File: src/logic/serdes_analog_control_consts.svh
// register offset, field positions and reset values of the transceiver analog control register
// assumes a 32-bit wishbone data path with byte addresses
`ifndef SERDES_ANALOG_CONTROL_CONSTS_SVH
`define SERDES_ANALOG_CONTROL_CONSTS_SVH

`define SAC_ADDR_W              12
`define SAC_OFFSET              12'h200
`define SAC_TX_EQ_LSB           0
`define SAC_TX_EQ_MSB           3
`define SAC_TX_SCALE_LSB        4
`define SAC_TX_SCALE_MSB        7
`define SAC_TX_NOM_LSB          8
`define SAC_TX_NOM_MSB          9
`define SAC_TX_TERM_LSB         10
`define SAC_TX_TERM_MSB         11
`define SAC_RX_TERM_LSB         12
`define SAC_RX_TERM_MSB         13
`define SAC_SUPPLY_BIT          14
`define SAC_RX_EQ_LSB           15
`define SAC_RX_EQ_MSB           16
`define SAC_TX_EQ_RESET         4'h8
`define SAC_TX_SCALE_RESET      4'h0
`define SAC_TX_NOM_RESET        2'h0
`define SAC_TX_TERM_RESET       2'h0
`define SAC_RX_TERM_RESET       2'h0
`define SAC_SUPPLY_RESET        1'h0
`define SAC_RX_EQ_RESET         2'h0

`endif

File: src/logic/serdes_analog_control_pkg.sv
// types of the transceiver analog control register
// assumes the constants header is available on the include path
package serdes_analog_control_pkg;

  // field layout, msb first (bits 31:17 are not stored)
  typedef struct packed {
    logic [1:0] rx_equalization_select;
    logic       supply_voltage_select;
    logic [1:0] rx_termination_adjust;
    logic [1:0] tx_termination_adjust;
    logic [1:0] tx_nominal_current_select;
    logic [3:0] tx_current_scale_factor;
    logic [3:0] tx_equalization_level;
  } serdes_analog_control_t;

  typedef struct packed {
    logic        cyc;
    logic        stb;
    logic        we;
    logic [3:0]  sel;
    logic [11:0] adr;
    logic [31:0] dat;
  } wb_req_t;

  typedef struct packed {
    logic        ack;
    logic        err;
    logic [31:0] dat;
  } wb_rsp_t;

  typedef struct packed {
    serdes_analog_control_t ctl;
    logic                   ack;
    logic [31:0]            rdat;
  } sac_state_t;

endpackage : serdes_analog_control_pkg

File: src/logic/serdes_analog_control_reg.sv
// wishbone classic slave holding the transceiver analog control register
// assumes one core clock; outputs are static levels to the transceiver lanes
// Summary of operation
// - tx equalization bits 3:0, reset 0x8
// - tx current scale bits 7:4, reset 0
// - tx nominal current bits 9:8, reset 0
// - tx termination adjust bits 11:10, reset 0
// - rx termination adjust bits 13:12, reset 0
// - supply voltage select bit 14, reset 0
// - rx equalization select bits 16:15, reset 0
`timescale 1ns/100ps
`default_nettype none
`include "serdes_analog_control_consts.svh"

module serdes_analog_control_reg (
  input  wire logic                                     clk,
  input  wire logic                                     reset_n,
  input  wire serdes_analog_control_pkg::wb_req_t       wb_req,
  output var  serdes_analog_control_pkg::wb_rsp_t       wb_rsp,
  output var  serdes_analog_control_pkg::serdes_analog_control_t lane_ctl
);
  import serdes_analog_control_pkg::*;

  // ****************************************
  // local sizes
  // ****************************************
  // stored width follows the field struct; nothing above it exists
  localparam int unsigned            CTL_W    = $bits(serdes_analog_control_t);
  localparam int unsigned            LANES    = 4;
  localparam int unsigned            LANE_W   = 8;
  localparam logic [`SAC_ADDR_W-1:0] REG_ADDR = `SAC_OFFSET;

  // ****************************************
  // address decode
  // ****************************************
  // word decode only; the two low address bits select nothing
  function automatic logic addr_hit(
    input logic [`SAC_ADDR_W-1:0] adr
  );
    logic hit;

    hit = (adr[`SAC_ADDR_W-1:2] == REG_ADDR[`SAC_ADDR_W-1:2]);

    return hit;
  endfunction : addr_hit

  // ****************************************
  // field packing
  // ****************************************
  // fields widened to the bus word; upper bits are forced to zero
  function automatic logic [31:0] to_word(
    input serdes_analog_control_t ctl
  );
    logic [31:0] w;

    w                                      = 32'h0000_0000;

    w[`SAC_TX_EQ_MSB:`SAC_TX_EQ_LSB]       = ctl.tx_equalization_level;
    w[`SAC_TX_SCALE_MSB:`SAC_TX_SCALE_LSB] = ctl.tx_current_scale_factor;

    w[`SAC_TX_NOM_MSB:`SAC_TX_NOM_LSB]     = ctl.tx_nominal_current_select;
    w[`SAC_TX_TERM_MSB:`SAC_TX_TERM_LSB]   = ctl.tx_termination_adjust;

    w[`SAC_RX_TERM_MSB:`SAC_RX_TERM_LSB]   = ctl.rx_termination_adjust;
    w[`SAC_SUPPLY_BIT]                     = ctl.supply_voltage_select;

    w[`SAC_RX_EQ_MSB:`SAC_RX_EQ_LSB]       = ctl.rx_equalization_select;

    return w;
  endfunction : to_word

  // bus word back to fields; bits 31:17 are never looked at
  function automatic serdes_analog_control_t from_word(
    input logic [31:0] w
  );
    serdes_analog_control_t c;

    // de-emphasis step, zero means none
    c.tx_equalization_level     = w[`SAC_TX_EQ_MSB:`SAC_TX_EQ_LSB];

    // multiplier applied to the nominal drive current
    c.tx_current_scale_factor   = w[`SAC_TX_SCALE_MSB:`SAC_TX_SCALE_LSB];

    // nominal drive current, code 3 kept as written
    c.tx_nominal_current_select = w[`SAC_TX_NOM_MSB:`SAC_TX_NOM_LSB];

    // transmit termination trim around nominal
    c.tx_termination_adjust     = w[`SAC_TX_TERM_MSB:`SAC_TX_TERM_LSB];

    // receive termination trim, same codes as transmit
    c.rx_termination_adjust     = w[`SAC_RX_TERM_MSB:`SAC_RX_TERM_LSB];

    // lane supply level select
    c.supply_voltage_select     = w[`SAC_SUPPLY_BIT];

    // receive equalization, code 3 kept as written
    c.rx_equalization_select    = w[`SAC_RX_EQ_MSB:`SAC_RX_EQ_LSB];

    return c;
  endfunction : from_word

  // ****************************************
  // read path
  // ****************************************
  // a miss reads as zero so that probing stays harmless
  function automatic logic [31:0] read_word(
    input logic                   hit,
    input serdes_analog_control_t ctl
  );
    logic [31:0] w;

    w = 32'h0000_0000;
    if (hit) begin
      w = to_word(ctl);
    end

    return w;
  endfunction : read_word

  // ****************************************
  // state
  // ****************************************
  // word layout, msb first:
  //   31:17 not stored, read as zero
  //   16:15 receive equalization
  //   14    supply level
  //   13:12 receive termination
  //   11:10 transmit termination
  //   9:8   nominal drive current
  //   7:4   drive current scale
  //   3:0   transmit de-emphasis
  sac_state_t       state_ff;
  sac_state_t       nxt_state;
  logic             req;
  logic             wr_hit;
  logic             rd_hit;
  logic [LANES-1:0] lane_en;
  logic [31:0]      cur_word;
  logic [31:0]      wr_word;

  // ****************************************
  // request qualification
  // ****************************************
  // ack is registered, so a request still held in the ack cycle is not
  // taken twice; the price is one idle cycle between transfers
  // edge 1 takes the request and updates the register, edge 2 sees ack
  assign req      = wb_req.cyc && wb_req.stb && !state_ff.ack;

  assign wr_hit   = req && wb_req.we && addr_hit(wb_req.adr);

  assign rd_hit   = req && !wb_req.we && addr_hit(wb_req.adr);

  assign cur_word = to_word(state_ff.ctl);

  // ****************************************
  // byte-lane merge
  // ****************************************
  // unselected lanes keep the stored bits; lane 3 holds nothing stored
  genvar g;
  generate
    for (g = 0; g < LANES; g = g + 1) begin : g_lane
      assign lane_en[g] = wb_req.sel[g];

      assign wr_word[g*LANE_W +: LANE_W] = lane_en[g] ? wb_req.dat[g*LANE_W +: LANE_W]
                                                      : cur_word[g*LANE_W +: LANE_W];
    end
  endgenerate

  // ****************************************
  // next state
  // ****************************************
  // unmapped addresses ack with zero data; no error so probing stays harmless
  // writes to a miss are dropped; bits above the stored width never land
  always_comb begin
    nxt_state      = state_ff;
    nxt_state.ack  = req;
    nxt_state.rdat = 32'h0000_0000;

    if (wr_hit) begin
      nxt_state.ctl = from_word(wr_word);
    end else if (rd_hit) begin
      nxt_state.rdat = read_word(rd_hit, state_ff.ctl);
    end
  end

  always_ff @(posedge clk or negedge reset_n) begin
    if (!reset_n) begin
      state_ff.ctl.tx_equalization_level     <= `SAC_TX_EQ_RESET;
      state_ff.ctl.tx_current_scale_factor   <= `SAC_TX_SCALE_RESET;
      state_ff.ctl.tx_nominal_current_select <= `SAC_TX_NOM_RESET;
      state_ff.ctl.tx_termination_adjust     <= `SAC_TX_TERM_RESET;
      state_ff.ctl.rx_termination_adjust     <= `SAC_RX_TERM_RESET;
      state_ff.ctl.supply_voltage_select     <= `SAC_SUPPLY_RESET;
      state_ff.ctl.rx_equalization_select    <= `SAC_RX_EQ_RESET;
      state_ff.ack                           <= 1'b0;
      state_ff.rdat                          <= 32'h0000_0000;
    end else begin
      state_ff <= nxt_state;
    end
  end

  // ****************************************
  // outputs
  // ****************************************
  // reserved codes are passed through untouched; the lanes decide what they mean
  assign lane_ctl.tx_equalization_level     = state_ff.ctl.tx_equalization_level;
  assign lane_ctl.tx_current_scale_factor   = state_ff.ctl.tx_current_scale_factor;
  assign lane_ctl.tx_nominal_current_select = state_ff.ctl.tx_nominal_current_select;
  assign lane_ctl.tx_termination_adjust     = state_ff.ctl.tx_termination_adjust;
  assign lane_ctl.rx_termination_adjust     = state_ff.ctl.rx_termination_adjust;
  assign lane_ctl.supply_voltage_select     = state_ff.ctl.supply_voltage_select;
  assign lane_ctl.rx_equalization_select    = state_ff.ctl.rx_equalization_select;

  assign wb_rsp.ack = state_ff.ack;
  assign wb_rsp.err = 1'b0;
  assign wb_rsp.dat = state_ff.rdat;

endmodule : serdes_analog_control_reg
`default_nettype wire

File: config.mk
export PLATFORM = sky130hd
export DESIGN_NAME = serdes_analog_control_reg
export DESIGN_NICKNAME = d
export VERILOG_FILES = /design/src/logic/serdes_analog_control_pkg.sv /design/src/logic/serdes_analog_control_reg.sv
export VERILOG_INCLUDE_DIRS = /design/src /design/src/logic
export SDC_FILE = /design/constraint.sdc
export NUM_CORES = 1
export LEC_CHECK = 0
export ABC_AREA = 1
export BUFFER_PORTS_ARGS = -buffer_cell sky130_fd_sc_hd__buf_4
export CORE_UTILIZATION = 42
export CTS_BUF_LIST = sky130_fd_sc_hd__clkbuf_16
export CTS_CLUSTER_DIAMETER = 50
export CTS_CLUSTER_SIZE = 20
export DETAILED_ROUTE_END_ITERATION = 6
export PLACE_DENSITY = 0.84
export SKIP_LAST_GASP = 1
export SYNTH_ARGS = -nofsm -noshare
export SYNTH_HDL_FRONTEND = slang
export SYNTH_SLANG_ARGS = --single-unit
File: constraint.sdc
create_clock -name clk -period 1.3 [get_ports clk]
set_input_delay 0.13 -clock clk [delete_from_list [all_inputs] [get_ports clk]]
set_output_delay 0.13 -clock clk [all_outputs]
set_load 0.05 [all_outputs]
; ---- Word level (Yosys, flattened, before mapping)
; Index checks and enable logic that the tools add are counted.
[word_totals]
register_bits = 50
mem_bits_rw = 0
n_memories = 0
wordCells = 24
input_bits = 53
romBits = 0
latch_bits = 0
out_inout_bits = 51
[op_classes]
n_shift = 0
div = 0
eq_ne = 1
bitwise = 0
mux = 2
magnitude_cmp = 0
add_sub_neg = 0
multipliers = 0
reduce_logical = 11
[op_table]
columns = operator, count
row1 = $mux 32, 1
row2 = $mux 17, 1
row3 = $eq 10x8->1 const B, 1
row4 = $logic_and 1x1->1, 6
row5 = $reduce_and 2->1, 3
row6 = $logic_not 1->1, 2

; ---- Longest topological paths before layout
[logic_depth]
depth_word = 6
mapped_depth = 7
depth_no_buf = 7

; ---- Worst setup path after synthesis
; No wires, ideal clock.
[synth_timing]
path_kind = reg2reg
startpoint = reg state_ff, in the netlist wb_rsp[33]
endpoint = reg state_ff, in the netlist lane_ctl[0]
path_stages_with_launch = 8
path_buffers = 2
synth_period_minus_slack_ps = 1459
required_time_ps = 1234
slack_ps = -159
arrival_ps = 1393
setup_time_ps = 66
cell_sequence = dfrtp_1 -> inv_1 -> nand3_1 -> nor2_1 -> buf_2 -> buf_4 -> nand4_1 -> nand2_1
[synth_via]
elab_chain_len = 5
[synth_lines]
columns = item, line
row1 = start: declaration, serdes_analog_control_reg.sv:132  ; sac_state_t state_ff;
row2 = start signal: assignment, serdes_analog_control_reg.sv:198  ; state_ff <= nxt_state;
row3 = $logic_not 1->1, serdes_analog_control_reg.sv:147  ; assign req = wb_req.cyc && wb_req.stb && !state_ff.ack;
row4 = $logic_and 1x1->1, serdes_analog_control_reg.sv:147
row5 = $logic_and 1x1->1 (2 in a row), serdes_analog_control_reg.sv:149  ; assign wr_hit = req && wb_req.we && addr_hit(wb_req.adr);
row6 = $reduce_and 2->1 (no source line), n/a
; No other way between the ends.
; A chain may end at the register's enable or synchronous reset.

; ---- Worst setup path in the final report
[layout_timing]
startpoint = reg state_ff, in the netlist wb_rsp[33]
endpoint = reg state_ff, in the netlist lane_ctl[4]
; Same word-level chain as after synthesis.

==> results.toml <==
[status]
status = "completed"

[layout]
num_antenna_cells = 0
drive_gt1_share_pct = 41.9
area_growth_syn_to_layout_pct = 43.3
design_area_mm2 = 0.00241
num-nets-final = 311
nFillCells = 326

[timing]
finalCritPeriodShare_pct = 96.4
clock-skew-final_ns = 0.00269
setup_viol = 0
hold_viol_final = 0
finalCriticalPeriod_ns = 1.25
max_freq_ghz = 0.798
setup_tns_ns = 0
slew_violations = 0
grt_setup_unrepaired = "true"

[pwr]
powerDensity_mw_per_mm2 = 1020
peakVddDrop_mv = 0.490
cellLeakagePower_nw = 1.28

[route]
viasPerCell = 4.57
drc = 0
via_count = 1398
ant_nets = 0
wl_per_cell_um = 11.6
drt_iter0_drc = 82
first_pass_iters = 4
drt-total-wl_um = 3550

[floorplanning]
core_area_mm2 = 0.00374
start_util_pct = 44.9
fp-row-count = 22
die_area_mm2 = 0.00426
die_w_um = 65.3
ioPinCount = 104
die_h_um = 65.3

[global_routing]
gr-total-overflow = 0
grt_pass1_vias = 1331
grt_max_degree = 36
antenna_found_initial = 0
grtUsageTotal_pct = 17.9
grt_pass1_wl_um = 5690

[placement]
place_area_mm2 = 0.00224
post-dp-hpwl_um = 2500
port_buffers = 69
gp_congestion = 0.740

[synthesis]
synth_top_area_cell = "dfrtp_1"
syn_avg_cell_area_um2 = 9.34
syn-cell-area_mm2 = 0.00168
syn_inst = 180
yosysWarnings = 0
ys_seq_elements = 35
ys_types = 18
synth.top_cell.area_share_pct = 50.6
seq_area_frac_synth_pct = 52.2
synth_area_leaders = "dfrtp_1, nand2_1, buf_4, nand4_1, nor2_4"

[clocking]
h-tree-depth = 2
clk_pin_slew_worst_paths_ns = 0.05
cts_tree = "built"
cts-root-buf = "clkbuf_16"
cts_buffers = 5
clkLatencyLatePin_ns = 0.27
cts_buffer_depth = 2
cts.sinks = 35

[critical_path]
cpMaxStageDelayCell = "dfrtp_2"
startpoint_type = "register"
cp.arrival_ns = 1.41
required_ns = 1.45
worstSetupEndpointType = "register"
path_class = "reg2reg"
path_cells = "inv_1 > nand3_2 > nor2_4 > buf_12 > nand3_4 > nand2_1 > nand2_1"
crit_path_max_incr_delay_ns = 0.40
critPathMaxFanout = 8
critPathMostFrequentCell = "nand2_1"

[hold_path]
hp-class = "in2reg"

[run]
cap_violations = 0
==> report_power, final <==
| part | internal (mW) | switching (mW) | total [mW] |
|---|---|---|---|
| Clock | 0.687 | 0.396 | 1.08 |
| Combinational | 0.0911 | 0.191 | 0.282 |
| Sequential | 1.09 | 0.00206 | 1.10 |
==> worst max-delay path: cells and delay by family, from the launching register on <==
kind	cells	cell delay, ns
flops	1	0.40
simple gates	5	0.52
buf+inv	2	0.20
==> cells by family after synthesis <==
kind of cell	synth area share (%)
other	0.223
AND/OR/NAND/NOR	31.6
buffers and inverters	15.9
flip-flops	52.2
==> synth_stat cells <==
master	n
nand3_4	1
dfstp_2	1
clkbuf_1	2
nor2_4	10
inv_1	29
buf_4	18
nand2_1	41
nand3_2	3
nor2_8	1
nand2_2	1
buf_2	1
dfrtp_1	34
conb_1	1
nor2_2	4
nor2_1	13
nand4_1	18
buf_6	1
nand3_1	1
==> layer usage <==
| layer | part of all wire, % | vias to the layer above | GRT usage (%) |
|---|---|---|---|
| li1 | - | 671 | - |
| met1 | 37 | 658 | 18.2 |
| met2 | 55 | 60 | 34.1 |
| met3 | 5.8 | 9 | 2.95 |
| met4 | 2.5 | 0 | 9.78 |
| met5 | 0 | - | 0 |
==> placed cells by master (no fill, tap or decap) <==
| cell type | n |
|---|---|
| nor2_2 | 4 |
| nand3_2 | 3 |
| nor2_4 | 11 |
| nand2_1 | 40 |
| clkinv_2 | 1 |
| dfrtp_2 | 1 |
| clkinv_1 | 1 |
| buf_4 | 75 |
| buf_12 | 2 |
| nand4_1 | 18 |
| conb_1 | 16 |
| dfrtp_1 | 33 |
| dfstp_2 | 1 |
| dlygate4sd3_1 | 1 |
| clkbuf_16 | 5 |
| nand3_4 | 2 |
| nor2_8 | 1 |
| nand2_2 | 2 |
| inv_1 | 29 |
| nor2_1 | 12 |
==> cell type report <==
class	count	area [um2]	share of cell area, %
clock buffer	5	125	5.19
clock inverter	2	8.76	0.364
inverter	29	109	4.52
multi-input combinational	109	614	25.5
sequential	35	878	36.5
tap	48	60.1	2.49
timing repair buffer	78	613	25.5
==> repair_timing <==
action,in CTS,in global routing
hold buffers,1,0
resized for setup,0,1
endpoints found under the hold margin,34,0
buffers inserted,0,3
endpoints found under the setup margin,0,8
==> worst paths after layout <==
kind	start	to	slack (ns)	cells after the start
max	wb_rsp[33]$_DFF_PN0_	lane_ctl[4]$_DFFE_PN0P_	0.05	7
min	wb_req[3]	lane_ctl[3]$_DFFE_PN1P_	0.1	3
max reg2reg	wb_rsp[33]$_DFF_PN0_	lane_ctl[4]$_DFFE_PN0P_	0.05	7
min reg2reg	lane_ctl[3]$_DFFE_PN1P_	lane_ctl[3]$_DFFE_PN1P_	0.48	2
max in group asynchronous	reset_n	lane_ctl[3]$_DFFE_PN1P_	0.62	2
min in group asynchronous	reset_n	wb_rsp[5]$_DFF_PN0_	0.34	2
==> registers in the layout (all words and copies together) (netlist names) <==
| name | cells |
|---|---|
| lane_ctl | 17 |
| wb_rsp | 18 |
==> through the flow <==
| stage | std cells | hold WS (ns) | total power, mW | setup slack (ns) | util [%] |
|---|---|---|---|---|---|
| final | 306 | 0.0990 | 2.46 | 0.0469 | 64.3 |
| after detailed placement | 295 | 0.101 | 1.39 | 0.0412 | 59.8 |
| after global placement | 295 | 0.0988 | 1.39 | 0.0731 | 59.8 |
| after floorplan | 195 | -0.166 | 1.31 | 0.00323 | - |
| after global routing | 306 | 0.107 | 2.55 | -0.0266 | 64.3 |
| after CTS | 303 | 0.0953 | 2.48 | 0.0212 | 63.7 |
(Power assumes the default switching activity.)
